**src/rtl/rcs_pkg.sv**
```systemverilog
// Purpose: constants and types shared by the reset control and status block
// Assumes: register map on a 32-bit AXI4-Lite slave, one aligned word per register
// Notes: the lockup count is expressed in oscillator periods of the reference clock
package rcs_pkg;
  // register byte addresses
  localparam logic [7:0] OFF_WD_STATUS = 8'h00;
  localparam logic [7:0] OFF_PROT_CMD = 8'h04;
  localparam logic [7:0] OFF_SYS_STATUS = 8'h08;
  localparam logic [7:0] OFF_IRQ_STATUS = 8'h0C;
  localparam logic [7:0] OFF_IRQ_MASK = 8'h10;
  localparam logic [7:0] OFF_CLK_CTRL = 8'h14;
  localparam logic [7:0] OFF_RST_STATE = 8'h18;
  // field positions
  localparam int WD_FLAG_BIT = 0;
  localparam int PROT_ERR_BIT = 0;
  localparam int IRQ_WDT_BIT = 0;
  localparam int IRQ_PERR_BIT = 1;
  localparam int IRQ_DBG_BIT = 2;
  localparam int IRQ_W = 3;
  // reset values
  localparam logic [7:0] WD_STATUS_RST = 8'h00;
  localparam logic [IRQ_W-1:0] IRQ_MASK_RST = 3'h0;
  // byte-only write strobe for the watchdog status register
  localparam logic [3:0] STRB_BYTE0 = 4'h1;
  // AXI responses
  localparam logic [1:0] RESP_OKAY = 2'h0;
  localparam logic [1:0] RESP_SLVERR = 2'h2;
  // clock selection codes
  localparam logic [1:0] MULT_X1 = 2'h0;
  localparam logic [1:0] MULT_X1P25 = 2'h1;
  localparam logic [1:0] DIV_NONE = 2'h0;
  // timing: lockup of 2^14 oscillator periods, reference clock taken as one per period
  localparam int LOCKUP_OSC_PERIODS = 16384;
  localparam int REF_CYCLES_PER_OSC = 1;
  localparam int LOCKUP_CYCLES = LOCKUP_OSC_PERIODS * REF_CYCLES_PER_OSC;
  localparam int WDT_HOLD_CYCLES = 16;

  typedef struct packed {
    logic [1:0] mult;
    logic [1:0] div;
  } rcs_clk_cfg_type;

  typedef enum logic [1:0] {
    ST_HOLD,
    ST_LOCKUP,
    ST_RUN
  } rcs_state_type;
endpackage : rcs_pkg

```
**src/rtl/rcs_reset_ctrl.sv**
```systemverilog
// Purpose: reset source merge, lockup sequencing and watchdog reset status
// Assumes: single 50 MHz clock i_ref_clk, synchronous active-high i_rst
// Notes: registers reached over AXI4-Lite; one write and one read in flight
`timescale 1ns/1ps
`default_nettype none
module rcs_reset_ctrl #(
  parameter int LOCKUP_CYCLES = rcs_pkg::LOCKUP_CYCLES,
  parameter int WDT_HOLD_CYCLES = rcs_pkg::WDT_HOLD_CYCLES,
  parameter int CNT_W = 24
) (
  input wire logic i_ref_clk, // system clock
  input wire logic i_rst, // synchronous reset, active high
  input wire logic i_reset_pin_n, // external reset pin, asynchronous
  input wire logic i_pll_mode, // clock mode strap pin, 1 = PLL
  input wire logic i_wdt_overflow, // watchdog overflow pulse
  input wire logic i_dbg_force_reset, // debug unit forced reset level
  input wire logic i_dbg_reset_mask, // debug unit reset mask level
  input wire logic [7:0] i_awaddr, // write address
  input wire logic i_awvalid, // write address valid
  output logic o_awready, // write address ready
  input wire logic [31:0] i_wdata, // write data
  input wire logic [3:0] i_wstrb, // write byte strobes
  input wire logic i_wvalid, // write data valid
  output logic o_wready, // write data ready
  output logic [1:0] o_bresp, // write response
  output logic o_bvalid, // write response valid
  input wire logic i_bready, // write response ready
  input wire logic [7:0] i_araddr, // read address
  input wire logic i_arvalid, // read address valid
  output logic o_arready, // read address ready
  output logic [31:0] o_rdata, // read data
  output logic [1:0] o_rresp, // read response
  output logic o_rvalid, // read data valid
  input wire logic i_rready, // read data ready
  output logic o_periph_reset, // peripheral reset, active high
  output logic o_cpu_run, // CPU may fetch and execute
  output logic o_osc_run, // oscillator and clock supply running
  output rcs_pkg::rcs_clk_cfg_type o_clk_cfg, // clock multiplier and divider
  output logic o_irq // level interrupt
);
  import rcs_pkg::*;

  ////////////////////////////////////////////////////////////////////////////
  // pin synchronisers
  logic pin_s1_q, pin_s2_q, pll_s1_q, pll_q;
  always_ff @(posedge i_ref_clk) begin
    if (i_rst) begin
      pin_s1_q <= 1'b0;
      pin_s2_q <= 1'b0;
    end else begin
      pin_s1_q <= i_reset_pin_n;
      pin_s2_q <= pin_s1_q;
    end
  end

  always_ff @(posedge i_ref_clk) begin
    if (i_rst) begin
      pll_s1_q <= 1'b0;
      pll_q <= 1'b0;
    end else begin
      pll_s1_q <= i_pll_mode;
      pll_q <= pll_s1_q;
    end
  end

  // the mask covers the pin and watchdog; a forced reset from debug always acts
  logic pin_rst, wdt_evt, dbg_evt;
  assign pin_rst = !pin_s2_q && !i_dbg_reset_mask;
  assign wdt_evt = i_wdt_overflow && !i_dbg_reset_mask;
  assign dbg_evt = i_dbg_force_reset;

  ////////////////////////////////////////////////////////////////////////////
  // reset sequencer
  rcs_state_type state_q, state_d;
  logic [CNT_W-1:0] cnt_q, cnt_d;
  always_comb begin
    state_d = state_q;
    cnt_d = cnt_q;
    case (state_q)
      ST_HOLD: begin
        if (cnt_q != '0) begin
          cnt_d = cnt_q - 1'b1;
        end else if (!pin_rst && !dbg_evt) begin
          // no oscillation wait here: the pin's low width must cover it
          state_d = ST_LOCKUP;
          cnt_d = CNT_W'(LOCKUP_CYCLES - 1);
        end
      end
      ST_LOCKUP: begin
        if (cnt_q == '0) begin
          state_d = ST_RUN;
        end else begin
          cnt_d = cnt_q - 1'b1;
        end
      end
      ST_RUN: begin
        state_d = ST_RUN;
      end
      default: begin
        state_d = ST_HOLD;
      end
    endcase
    if (pin_rst || dbg_evt) begin
      state_d = ST_HOLD;
      cnt_d = '0;
    end else if (wdt_evt) begin
      // watchdog reset times itself out without any outside action
      state_d = ST_HOLD;
      cnt_d = CNT_W'(WDT_HOLD_CYCLES - 1);
    end
  end

  logic periph_rst_q, cpu_run_q, osc_run_q;
  always_ff @(posedge i_ref_clk) begin
    if (i_rst) begin
      state_q <= ST_HOLD;
      cnt_q <= '0;
      periph_rst_q <= 1'b1;
      cpu_run_q <= 1'b0;
    end else begin
      state_q <= state_d;
      cnt_q <= cnt_d;
      // peripherals held, debug unit and RAM are not reached by this reset
      periph_rst_q <= (state_d == ST_HOLD);
      cpu_run_q <= (state_d == ST_RUN);
    end
  end

  ////////////////////////////////////////////////////////////////////////////
  // clock settings
  logic [31:0] wr_data_q;
  logic [3:0] wr_strb_q;
  logic wr_fire, clk_wr;
  rcs_clk_cfg_type clk_cfg_q;
  always_ff @(posedge i_ref_clk) begin
    if (i_rst) begin
      clk_cfg_q <= '{mult: MULT_X1, div: DIV_NONE};
      osc_run_q <= 1'b1;
    end else begin
      if (state_d == ST_HOLD) begin
        clk_cfg_q.mult <= pll_q ? MULT_X1P25 : MULT_X1;
        clk_cfg_q.div <= DIV_NONE;
      end else if (clk_wr) begin
        clk_cfg_q <= wr_data_q[3:0];
      end
      osc_run_q <= !(pll_q && state_d == ST_HOLD);
    end
  end

  ////////////////////////////////////////////////////////////////////////////
  // AXI4-Lite write channel
  logic aw_hold_q, w_hold_q, bvalid_q;
  logic [7:0] wr_addr_q;
  logic [1:0] bresp_q;
  assign o_awready = !aw_hold_q && !bvalid_q;
  assign o_wready = !w_hold_q && !bvalid_q;
  assign wr_fire = aw_hold_q && w_hold_q && !bvalid_q;

  always_ff @(posedge i_ref_clk) begin
    if (i_rst) begin
      aw_hold_q <= 1'b0;
      w_hold_q <= 1'b0;
      wr_addr_q <= 8'h00;
      wr_data_q <= 32'h0000_0000;
      wr_strb_q <= 4'h0;
    end else begin
      if (i_awvalid && o_awready) begin
        aw_hold_q <= 1'b1;
        wr_addr_q <= {i_awaddr[7:2], 2'b00};
      end else if (wr_fire) begin
        aw_hold_q <= 1'b0;
      end
      if (i_wvalid && o_wready) begin
        w_hold_q <= 1'b1;
        wr_data_q <= i_wdata;
        wr_strb_q <= i_wstrb;
      end else if (wr_fire) begin
        w_hold_q <= 1'b0;
      end
    end
  end

  logic sel_wd, sel_cmd, sel_sys, sel_ist, sel_msk, sel_clk, sel_st, wr_known;
  assign sel_wd = (wr_addr_q == OFF_WD_STATUS);
  assign sel_cmd = (wr_addr_q == OFF_PROT_CMD);
  assign sel_sys = (wr_addr_q == OFF_SYS_STATUS);
  assign sel_ist = (wr_addr_q == OFF_IRQ_STATUS);
  assign sel_msk = (wr_addr_q == OFF_IRQ_MASK);
  assign sel_clk = (wr_addr_q == OFF_CLK_CTRL);
  assign sel_st = (wr_addr_q == OFF_RST_STATE);
  assign wr_known = sel_wd || sel_cmd || sel_sys || sel_ist || sel_msk || sel_clk || sel_st;
  assign clk_wr = wr_fire && sel_clk && wr_strb_q[0];

  logic wd_bad_size, prot_armed_q, wd_legal, wd_illegal;
  assign wd_bad_size = sel_wd && (wr_strb_q != STRB_BYTE0);
  // the armed state lasts exactly one write: any other write in between disarms
  assign wd_legal = wr_fire && sel_wd && !wd_bad_size && prot_armed_q;
  assign wd_illegal = wr_fire && sel_wd && !wd_bad_size && !prot_armed_q;

  always_ff @(posedge i_ref_clk) begin
    if (i_rst) begin
      prot_armed_q <= 1'b0;
    end else if (wr_fire) begin
      prot_armed_q <= sel_cmd;
    end
  end

  always_ff @(posedge i_ref_clk) begin
    if (i_rst) begin
      bvalid_q <= 1'b0;
      bresp_q <= RESP_OKAY;
    end else if (wr_fire) begin
      bvalid_q <= 1'b1;
      bresp_q <= (!wr_known || wd_bad_size) ? RESP_SLVERR : RESP_OKAY;
    end else if (i_bready) begin
      bvalid_q <= 1'b0;
    end
  end
  assign o_bvalid = bvalid_q;
  assign o_bresp = bresp_q;

  ////////////////////////////////////////////////////////////////////////////
  // watchdog reset status and protect error
  logic wd_flag_q, prot_err_q;
  always_ff @(posedge i_ref_clk) begin
    if (i_rst) begin
      wd_flag_q <= WD_STATUS_RST[WD_FLAG_BIT];
    end else if (pin_rst) begin
      wd_flag_q <= 1'b0;
    end else if (wdt_evt) begin
      // set beats a clearing write in the same cycle
      wd_flag_q <= 1'b1;
    end else if (wd_legal && !wr_data_q[WD_FLAG_BIT]) begin
      wd_flag_q <= 1'b0;
    end
  end

  always_ff @(posedge i_ref_clk) begin
    if (i_rst) begin
      prot_err_q <= 1'b0;
    end else if (wd_illegal) begin
      prot_err_q <= 1'b1;
    end else if (wr_fire && sel_sys && wr_strb_q[0] && !wr_data_q[PROT_ERR_BIT]) begin
      prot_err_q <= 1'b0;
    end
  end

  ////////////////////////////////////////////////////////////////////////////
  // interrupts
  logic [IRQ_W-1:0] irq_stat_q, irq_mask_q, irq_set;
  logic irq_q;
  always_comb begin
    irq_set = '0;
    irq_set[IRQ_WDT_BIT] = wdt_evt;
    irq_set[IRQ_PERR_BIT] = wd_illegal;
    irq_set[IRQ_DBG_BIT] = dbg_evt && !periph_rst_q;
  end

  always_ff @(posedge i_ref_clk) begin
    if (i_rst) begin
      irq_stat_q <= '0;
      irq_mask_q <= IRQ_MASK_RST;
      irq_q <= 1'b0;
    end else begin
      if (wr_fire && sel_ist && wr_strb_q[0]) begin
        irq_stat_q <= (irq_stat_q & ~wr_data_q[IRQ_W-1:0]) | irq_set;
      end else begin
        irq_stat_q <= irq_stat_q | irq_set;
      end
      if (wr_fire && sel_msk && wr_strb_q[0]) begin
        irq_mask_q <= wr_data_q[IRQ_W-1:0];
      end
      irq_q <= |(irq_stat_q & irq_mask_q);
    end
  end

  ////////////////////////////////////////////////////////////////////////////
  // AXI4-Lite read channel
  logic rvalid_q;
  logic [31:0] rdata_q, rd_mux;
  logic [1:0] rresp_q;
  logic [7:0] rd_addr;
  logic rd_wd_q;
  assign o_arready = !rvalid_q;
  assign rd_addr = {i_araddr[7:2], 2'b00};

  always_comb begin
    rd_mux = 32'h0000_0000;
    case (rd_addr)
      OFF_WD_STATUS: rd_mux[WD_FLAG_BIT] = wd_flag_q;
      OFF_PROT_CMD: rd_mux = 32'h0000_0000;
      OFF_SYS_STATUS: rd_mux[PROT_ERR_BIT] = prot_err_q;
      OFF_IRQ_STATUS: rd_mux[IRQ_W-1:0] = irq_stat_q;
      OFF_IRQ_MASK: rd_mux[IRQ_W-1:0] = irq_mask_q;
      OFF_CLK_CTRL: rd_mux[3:0] = clk_cfg_q;
      OFF_RST_STATE: rd_mux[4:0] = {state_q, osc_run_q, cpu_run_q, periph_rst_q};
      default: rd_mux = 32'h0000_0000;
    endcase
  end

  always_ff @(posedge i_ref_clk) begin
    if (i_rst) begin
      rvalid_q <= 1'b0;
      rdata_q <= 32'h0000_0000;
      rresp_q <= RESP_OKAY;
      rd_wd_q <= 1'b0;
    end else if (i_arvalid && o_arready) begin
      rvalid_q <= 1'b1;
      rdata_q <= rd_mux;
      rd_wd_q <= (rd_addr == OFF_WD_STATUS);
      rresp_q <= (rd_addr > OFF_RST_STATE) ? RESP_SLVERR : RESP_OKAY;
    end else if (i_rready) begin
      rvalid_q <= 1'b0;
    end
  end

  assign o_rvalid = rvalid_q;
  assign o_rdata = rdata_q;
  assign o_rresp = rresp_q;
  assign o_periph_reset = periph_rst_q;
  assign o_cpu_run = cpu_run_q;
  assign o_osc_run = osc_run_q;
  assign o_clk_cfg = clk_cfg_q;
  assign o_irq = irq_q;

  ////////////////////////////////////////////////////////////////////////////
  // checks
  logic [CNT_W-1:0] lk_cnt_q;
  always_ff @(posedge i_ref_clk) begin
    if (i_rst || state_q != ST_LOCKUP) begin
      lk_cnt_q <= '0;
    end else begin
      lk_cnt_q <= lk_cnt_q + 1'b1;
    end
  end
endmodule : rcs_reset_ctrl
`default_nettype wire

```
**config.mk**
```make
export PLATFORM = sky130hd
export DESIGN_NAME = rcs_reset_ctrl
export DESIGN_NICKNAME = d
export VERILOG_FILES = /design/src/rtl/rcs_pkg.sv /design/src/rtl/rcs_reset_ctrl.sv
export SDC_FILE = /design/constraint.sdc
export NUM_CORES = 1
export LEC_CHECK = 0
export ABC_CLOCK_PERIOD_IN_PS = 3400
export BUFFER_PORTS_ARGS = -buffer_cell sky130_fd_sc_hd__buf_2
export CAP_MARGIN = 20
export CORE_ASPECT_RATIO = 0.75
export CORE_MARGIN = 2
export CORE_UTILIZATION = 44
export CTS_BUF_LIST = sky130_fd_sc_hd__clkbuf_4
export CTS_CLUSTER_DIAMETER = 50
export DETAILED_ROUTE_END_ITERATION = 12
export PLACE_DENSITY = 0.71
export SYNTH_ARGS = -nofsm -noshare
export SYNTH_HDL_FRONTEND = slang
export SYNTH_SLANG_ARGS = --single-unit
```
**constraint.sdc**
```tcl
create_clock -name i_ref_clk -period 3.4 [get_ports i_ref_clk]
set_clock_uncertainty 0.05 [all_clocks]
set_input_delay 0.17 -clock i_ref_clk [delete_from_list [all_inputs] [get_ports i_ref_clk]]
set_output_delay 0.17 -clock i_ref_clk [all_outputs]
set_load 0.02 [all_outputs]
```
==> impl_metrics.py, run 1 <==
metrics = {
    "cts": {
        "clockBufferDepth": 2,
        "clock-sinks": 72,
        "cts_setup_buffers": 0,
        "clkTransAtPathRegs_ps": 110,
        "numCtsBuffers": 9,
        "ctsRootBufferMaster": "clkbuf_4",
        "h-tree-depth": 3,
        "cts_tree": "done",
        "clk-insertion-delay-late_ps": 430,
    },
    "timing": {
        "min_period_over_period_pct": 82.8,
        "setup_viol": 0,
        "max_freq_mhz": 355,
        "fin_crit_ps": 2810,
        "slew_violations": 0,
        "hold_viol": 0,
        "setup_slack_ps": 586,
        "relSlewSlack_pct": 50.3,
        "setup_tns_ps": 0,
        "tightest_slew_ps": 745,
        "rsz0062_at_grt": "false",
    },
    "global_route": {
        "grt_start_max_net_pins": 43,
        "grt_use_total_pct": 20.2,
        "grt_pass1_wl_um": 13900,
        "overflow": 0,
        "first_global_vias": 2871,
        "antenna_found_initial": 0,
    },
    "hold_path": {
        "min_path_cells": 3,
        "holdCritPathClass": "in2reg",
    },
    "run": {
        "drv_cap": 0,
    },
    "worst_setup_path": {
        "startpoint_type": "flip-flop",
        "crit_arrival_ps": 3090,
        "cp_data_required_time_ps": 3670,
        "crit_path_end_kind": "flip-flop",
        "cp_max_fo": 13,
        "r2r_cells": 7,
        "crit_type": "reg2reg",
    },
    "power": {
        "ir_drop_mv": 0.285,
        "p_per_area_mw_per_mm2": 636,
        "static-leakage-power_nw": 1.65,
    },
    "place": {
        "gp_congestion": 0.885,
        "dp_hpwl_um": 6030,
        "port_buffers": 51,
        "place_inst": 547,
        "placed_area_sq_mm": 0.00372,
        "place_ws_ps": 615,
    },
    "floorplan": {
        "die-area_sq_mm": 0.00878,
        "core-area_sq_mm": 0.00785,
        "die_w_um": 108,
        "io_pins": 113,
        "core.rowCount": 28,
        "die_h_um": 81.6,
        "start_util_pct": 45.1,
    },
    "synthesis": {
        "synth_top_area_share_pct": 40.8,
        "synth-async-reset-ratio_pct": 0,
        "synth_edf_count": 0,
        "netlist_top_cells_area": "dfxtp_1 41%, buf_4 6.2%, mux2i_1 5.1%",
        "yosys.area.top_type": "dfxtp_1",
        "yosysWarningCount": 0,
        "synth_cell_type_count": 58,
        "synth.ff_latch_count": 72,
        "synthCells": 414,
        "syn-cell-area_sq_mm": 0.00354,
        "synthFlopType": "dfxtp_1",
        "ys_seq_area_share_pct": 40.8,
        "avgSynthCellArea_sq_um": 8.54,
    },
    "route": {
        "drtIter0Drc": 230,
        "ant_nets": 0,
        "via_per_inst": 5.58,
        "wl_per_cell_um": 14.9,
        "wl_um": 8630,
        "firstDrtPassIters": 5,
        "drc_errors": 0,
        "num_vias": 3240,
    },
    "final_layout": {
        "nets": 537,
        "final_cell_area_sq_mm": 0.00404,
        "drive_above_1_share_pct": 16.6,
        "antenna_cells": 0,
        "stdcell_count": 581,
        "final_util_pct": 51.4,
        "areaGrowthSynthToFinish_pct": 14.2,
    },
    "outcome": {
        "status": "completed",
    },
}
[synth_stat cells (all sizes together) (2+ instances only)]
cell     count
a2111oi      2
a211oi       7
a21oi       34
a22oi        4
a31oi        5
a32oi        2
and2         3
buf         35
clkbuf      16
dfxtp       72
inv          9
mux2i       18
nand2       35
nand2b       6
nand3        3
nand4        3
nor2        44
nor2b        9
nor3        10
nor4         9
nor4b        2
o211ai       2
o21a         3
o21ai        7
o22ai        3
o31a         2
o31ai       11
o41ai        3
or2          4
or3         14
or4         17
xnor2        4
[per-layer routing]
| metal | global-route usage [%] | up-vias | share of wire (%) | wire [um] |
|---|---|---|---|---|
| met5 | 0 | - | 0 | 0 |
| met4 | 4.36 | 0 | 0.83 | 72 |
| met3 | 5.16 | 9 | 7.8 | 671 |
| met2 | 30.3 | 128 | 44 | 3820 |
| met1 | 29.3 | 1544 | 47 | 4070 |
| li1 | - | 1559 | - | - |
[path summary, 6_finish.rpt]
check	start	end	slack (ps)
max	cnt_q[0]$_SDFFE_PP0P_	cnt_q[5]$_SDFFE_PP0P_	590
min	i_araddr[4]	o_rdata[3]$_SDFFE_PP0P_	90
max reg2reg	cnt_q[0]$_SDFFE_PP0P_	cnt_q[5]$_SDFFE_PP0P_	590
min reg2reg	pll_s1_q$_SDFF_PP0_	pll_q$_SDFF_PP0_	400
[cell usage in the layout (no fill, tap or decap), types with 5 or more instances in the layout]
cell,n
nor3_1,10
dlygate4sd3_1,19
o31ai_1,9
a21oi_1,34
mux2i_1,18
a31oi_1,5
nand2b_1,6
or3_1,14
nand2_1,35
nor2b_1,9
buf_2,51
nor4_1,6
inv_1,9
a211oi_1,7
o21ai_0,5
conb_1,29
dfxtp_1,72
clkbuf_4,9
nor2_1,44
or4_1,16
[through the flow]
stage	hold WS (ps)	power, mW
2_1_floorplan	219	1.86
4_1_cts	75.5	2.55
5_1_grt	96.8	2.74
3_3_place_gp	302	1.99
3_5_place_dp	326	2.02
6_report	93.8	2.57
[critical path: stages, from the launching register on]
cell,delay [ps]
dfxtp_1,330
inv_1,100
ha_1,220
or3b_2,610
or4_4,580
o31ai_4,470
nor3_1,80
o31a_1,280
[flip-flops by register name (all words and copies together) (netlist names), 2 cells and up]
register / cells
o_clk_cfg: 4
cnt_q: 24
o_rdata: 5
irq_mask_q: 3
wr_addr_q: 6
state_q: 2
irq_stat_q: 3
wr_data_q: 4
wr_strb_q: 4
[power breakdown]
part / total, mW / internal [mW] / switching [mW]
logic: 1.06 / 0.404 / 0.660
registers: 0.985 / 0.911 / 0.0744
clock network: 0.518 / 0.217 / 0.300
[repair_timing]
action / 4_1_cts / 5_1_grt
endpoints found under the hold margin: 18 / 0
gates resized for setup: 0 / 0
hold buffers: 19 / 0
[final cells by class]
cell class / count / area, sq um
timing repair buffer: 70 / 445
clock buffer: 9 / 67.6
sequential: 72 / 1440
inverter: 9 / 33.8
multi-input combinational: 310 / 1860
fill: 736 / 3810
clock inverter: 6 / 61.3
tap: 105 / 131
[cells by family (layout without fill, tap and decap cells)]
logic type / count (synthesis) / after routing / synth area share, %
simple gates: 164 / 164 / 24.9
compound gates: 93 / 93 / 17.8
flops: 72 / 72 / 40.8
buf+inv: 60 / 94 / 9.73
mux: 18 / 18 / 5.10
xor+xnor: 5 / 5 / 1.24
fa+ha+maj: 1 / 1 / 0.354
other cells: 1 / 29 / 0.106
Note: power is estimated with default switching activity, not from simulation.
==> run 2, diff against run 1 <==
- ABC_AREA: default -> 1
- ABC_CLOCK_PERIOD_IN_PS: 3400 -> 2650
- PLACE_DENSITY: 0.71 -> 0.7
- clock period: 3.4 -> 2.65 ns (I/O delays scaled with it)
==> run 2 against run 1 <==
Design area up 6.3%. Largest power group unchanged. Sequential share of layout area decreased by 2.1 points. Register-to-register slack better by 90 ps. Synthesized cell count grew 30%. Global-route usage fell by 0.88 points. Sequential power is 27% higher.
==> impl_metrics.py, run 2 <==
metrics = {
    "synthesis": {
        "synth-async-reset-ratio_pct": 0,
        "synth_cell_type_count": 33,
        "muxShareOfSynthArea_pct": 0,
        "synth_top_family_by_area": "simple AND/OR/NAND/NOR gates",
        "synth_top_area_share_pct": 39.2,
        "synthCells": 538,
        "synthFlopType": "dfxtp_1",
        "synth_xor_xnor_area_share_pct": 1.19,
        "avgSynthCellArea_sq_um": 6.84,
        "yosys.area.top_type": "dfxtp_1",
        "yosys.area_share.simple_pct": 32.6,
        "synth_commonest_cells": "99 x nand2_1, 91 x nor2_1, 72 x dfxtp_1, 64 x inv_1, 46 x o21ai_0",
        "yosysWarningCount": 0,
        "synth_fa_ha_area_share_pct": 0.340,
        "synth.ff_latch_count": 72,
        "syn-cell-area_sq_mm": 0.00368,
        "synth_compound_area_share_pct": 13.0,
        "yosysMostFrequentCell": "nand2_1",
        "netlist_top_cells_area": "dfxtp_1 39%, nand2_1 10%, nor2_1 9.3%",
        "synth_edf_count": 0,
        "ys_seq_area_share_pct": 39.2,
    },
    "place": {
        "placed_area_sq_mm": 0.00391,
        "dp_hpwl_um": 6300,
        "place_inst": 684,
        "gp_congestion": 0.938,
        "port_buffers": 51,
    },
    "global_route": {
        "grt_start_max_net_pins": 28,
        "grt_use_total_pct": 19.3,
        "antenna_found_initial": 0,
        "first_global_vias": 3084,
        "grt_pass1_wl_um": 14100,
        "overflow": 0,
    },
    "worst_setup_path": {
        "cp_max_fo": 22,
        "crit_arrival_ps": 2240,
        "rr_startpoint": "cnt_q[0]$_SDFFE_PP0P_",
        "path_common_cell": "nand2_4",
        "crit_path_start": "cnt_q[0]$_SDFFE_PP0P_",
        "cp_data_required_time_ps": 2920,
        "path_buf_inv": 1,
        "startpoint_type": "flip-flop",
        "rrSetupSlack_ps": 680,
        "crit_path_end_kind": "flip-flop",
        "critPathMaxStageDelay_ps": 320,
        "cp_top_family": "simple AND/OR/NAND/NOR gates",
        "path_cells": "inv_1 > ha_1 > nand2_4 > nor2_8 > nand3_4 > nand2_4 > nand2_4 > nand3_1 > nand2_1 > nand2_1 > nor2_1",
        "slowest_stage": "dfxtp_1",
        "crit_type": "reg2reg",
    },
    "final_layout": {
        "nets": 678,
        "nFillCells": 796,
        "mostFrequentLayoutCells": "99 x nand2_1, 91 x nor2_1, 72 x dfxtp_1",
        "largest_reg_flops": 24,
        "final_cell_area_sq_mm": 0.00429,
        "final_common_cell": "nand2_1",
        "drive_above_1_share_pct": 13.8,
        "antenna_cells": 0,
        "stdcell_count": 722,
        "regMostFlops": "cnt_q",
        "areaGrowthSynthToFinish_pct": 16.7,
    },
    "route": {
        "wl_um": 8640,
        "drc_errors": 0,
        "ant_nets": 0,
        "firstDrtPassIters": 5,
        "num_vias": 3518,
        "wl_per_cell_um": 12.0,
        "via_per_inst": 4.87,
        "drtIter0Drc": 246,
    },
    "run": {
        "drv_cap": 0,
    },
    "cts": {
        "h-tree-depth": 3,
        "clock-sinks": 72,
        "numCtsBuffers": 9,
        "ctsRootBufferMaster": "clkbuf_4",
        "clkTransAtPathRegs_ps": 120,
        "clk-insertion-delay-late_ps": 410,
        "cts_setup_buffers": 0,
        "cts_tree": "done",
        "ctsResizeCount": 0,
        "clockBufferDepth": 2,
    },
    "timing": {
        "tightest_slew_ps": 715,
        "setup_viol": 0,
        "rsz0062_at_grt": "false",
        "max_freq_mhz": 507,
        "hold_slack_ps": 62.6,
        "setup_tns_ps": 0,
        "hold_viol": 0,
        "fin_crit_ps": 1970,
        "relSlewSlack_pct": 52.2,
        "min_period_over_period_pct": 74.5,
        "slew_violations": 0,
    },
    "hold_path": {
        "holdCritPathClass": "in2reg",
        "min-delay-start": "i_rst",
    },
    "power": {
        "ir_drop_mv": 0.419,
        "p_per_area_mw_per_mm2": 828,
        "static-leakage-power_nw": 2.04,
        "power.total_mw": 3.55,
    },
    "floorplan": {
        "core-area_sq_mm": 0.00799,
        "start_util_pct": 46.0,
        "die_w_um": 110,
        "die_h_um": 83.2,
        "core.rowCount": 28,
        "die-area_sq_mm": 0.00911,
        "io_pins": 113,
    },
    "outcome": {
        "status": "completed",
    },
}
-- run 2: cell types whose count changed after synthesis, moves of 14 or more --
cell     before  now
or3_1        14    0
nand2_1      35   99
mux2i_1      18    0
or4_1        16    0
nor2_1       44   91
inv_1         9   64
nand3_1       3   33
o21ai_0       5   46
-- run 2: path summary, 6_finish.rpt --
kind                                               end  depth (start not counted)
worst min register to register     pin_s2_q$_SDFF_PP0_                          2
worst min-delay path               pin_s2_q$_SDFF_PP0_                          2
worst max-delay path            cnt_q[20]$_SDFFE_PP0P_                         11
worst max register to register  cnt_q[20]$_SDFFE_PP0P_                         11
-- run 2: cell families (layout without fill, tap and decap cells) --
family          Yosys count  after routing
other cells               1             29
xor+xnor                  5              5
buf+inv                 102            153
flops                    72             72
fa+ha+maj                 1              1
simple gates            264            264
compound gates           93             93
-- run 2: routing by layer --
metal	part of all wire (%)	track usage, %	vias to the layer above
li1	-	-	1817
met1	49	27.6	1582
met2	44	29.1	104
met3	5.3	4.40	15
met4	1.3	5.18	0
met5	0	0	-
-- run 2: cell type report --
cell class	count	area [sq um]	area share, %
Clock buffer	9	67.6	1.57
Clock inverter	6	85.1	1.98
Multi-Input combinational cell	392	1840	42.9
Timing Repair Buffer	74	485	11.3
Inverter	64	240	5.60
Tap cell	105	131	3.06
Sequential cell	72	1440	33.6
-- run 2: worst register-to-register path: stages, from the launching register on --
cell     delay, ps
dfxtp_1        320
inv_1          110
ha_1           270
nand2_4        110
nor2_8         180
nand3_4        150
nand2_4        170
nand2_4        190
nand3_1        180
nand2_1         60
nand2_1         60
nor2_1          40
-- run 2: through the flow --
stage	util (%)	setup WS, ps
final	53.7	676
after global routing	53.7	421
after CTS	53.7	685
after detailed placement	48.9	706
after global placement	48.9	743
after floorplan	-	976
-- run 2: where the power goes --
part           switching [mW]  internal (mW)  leakage [nW]
clock                   0.384          0.374        0.0794
sequential             0.0794           1.17         0.588
combinational            1.03          0.512          1.37
total                    1.49           2.06          2.04
-- run 2: what timing repair did --
| item | in CTS | in global routing |
|---|---|---|
| hold buffers | 23 | 0 |
| endpoints found under the setup margin | 0 | 0 |
| hold endpoints to repair | 22 | 0 |
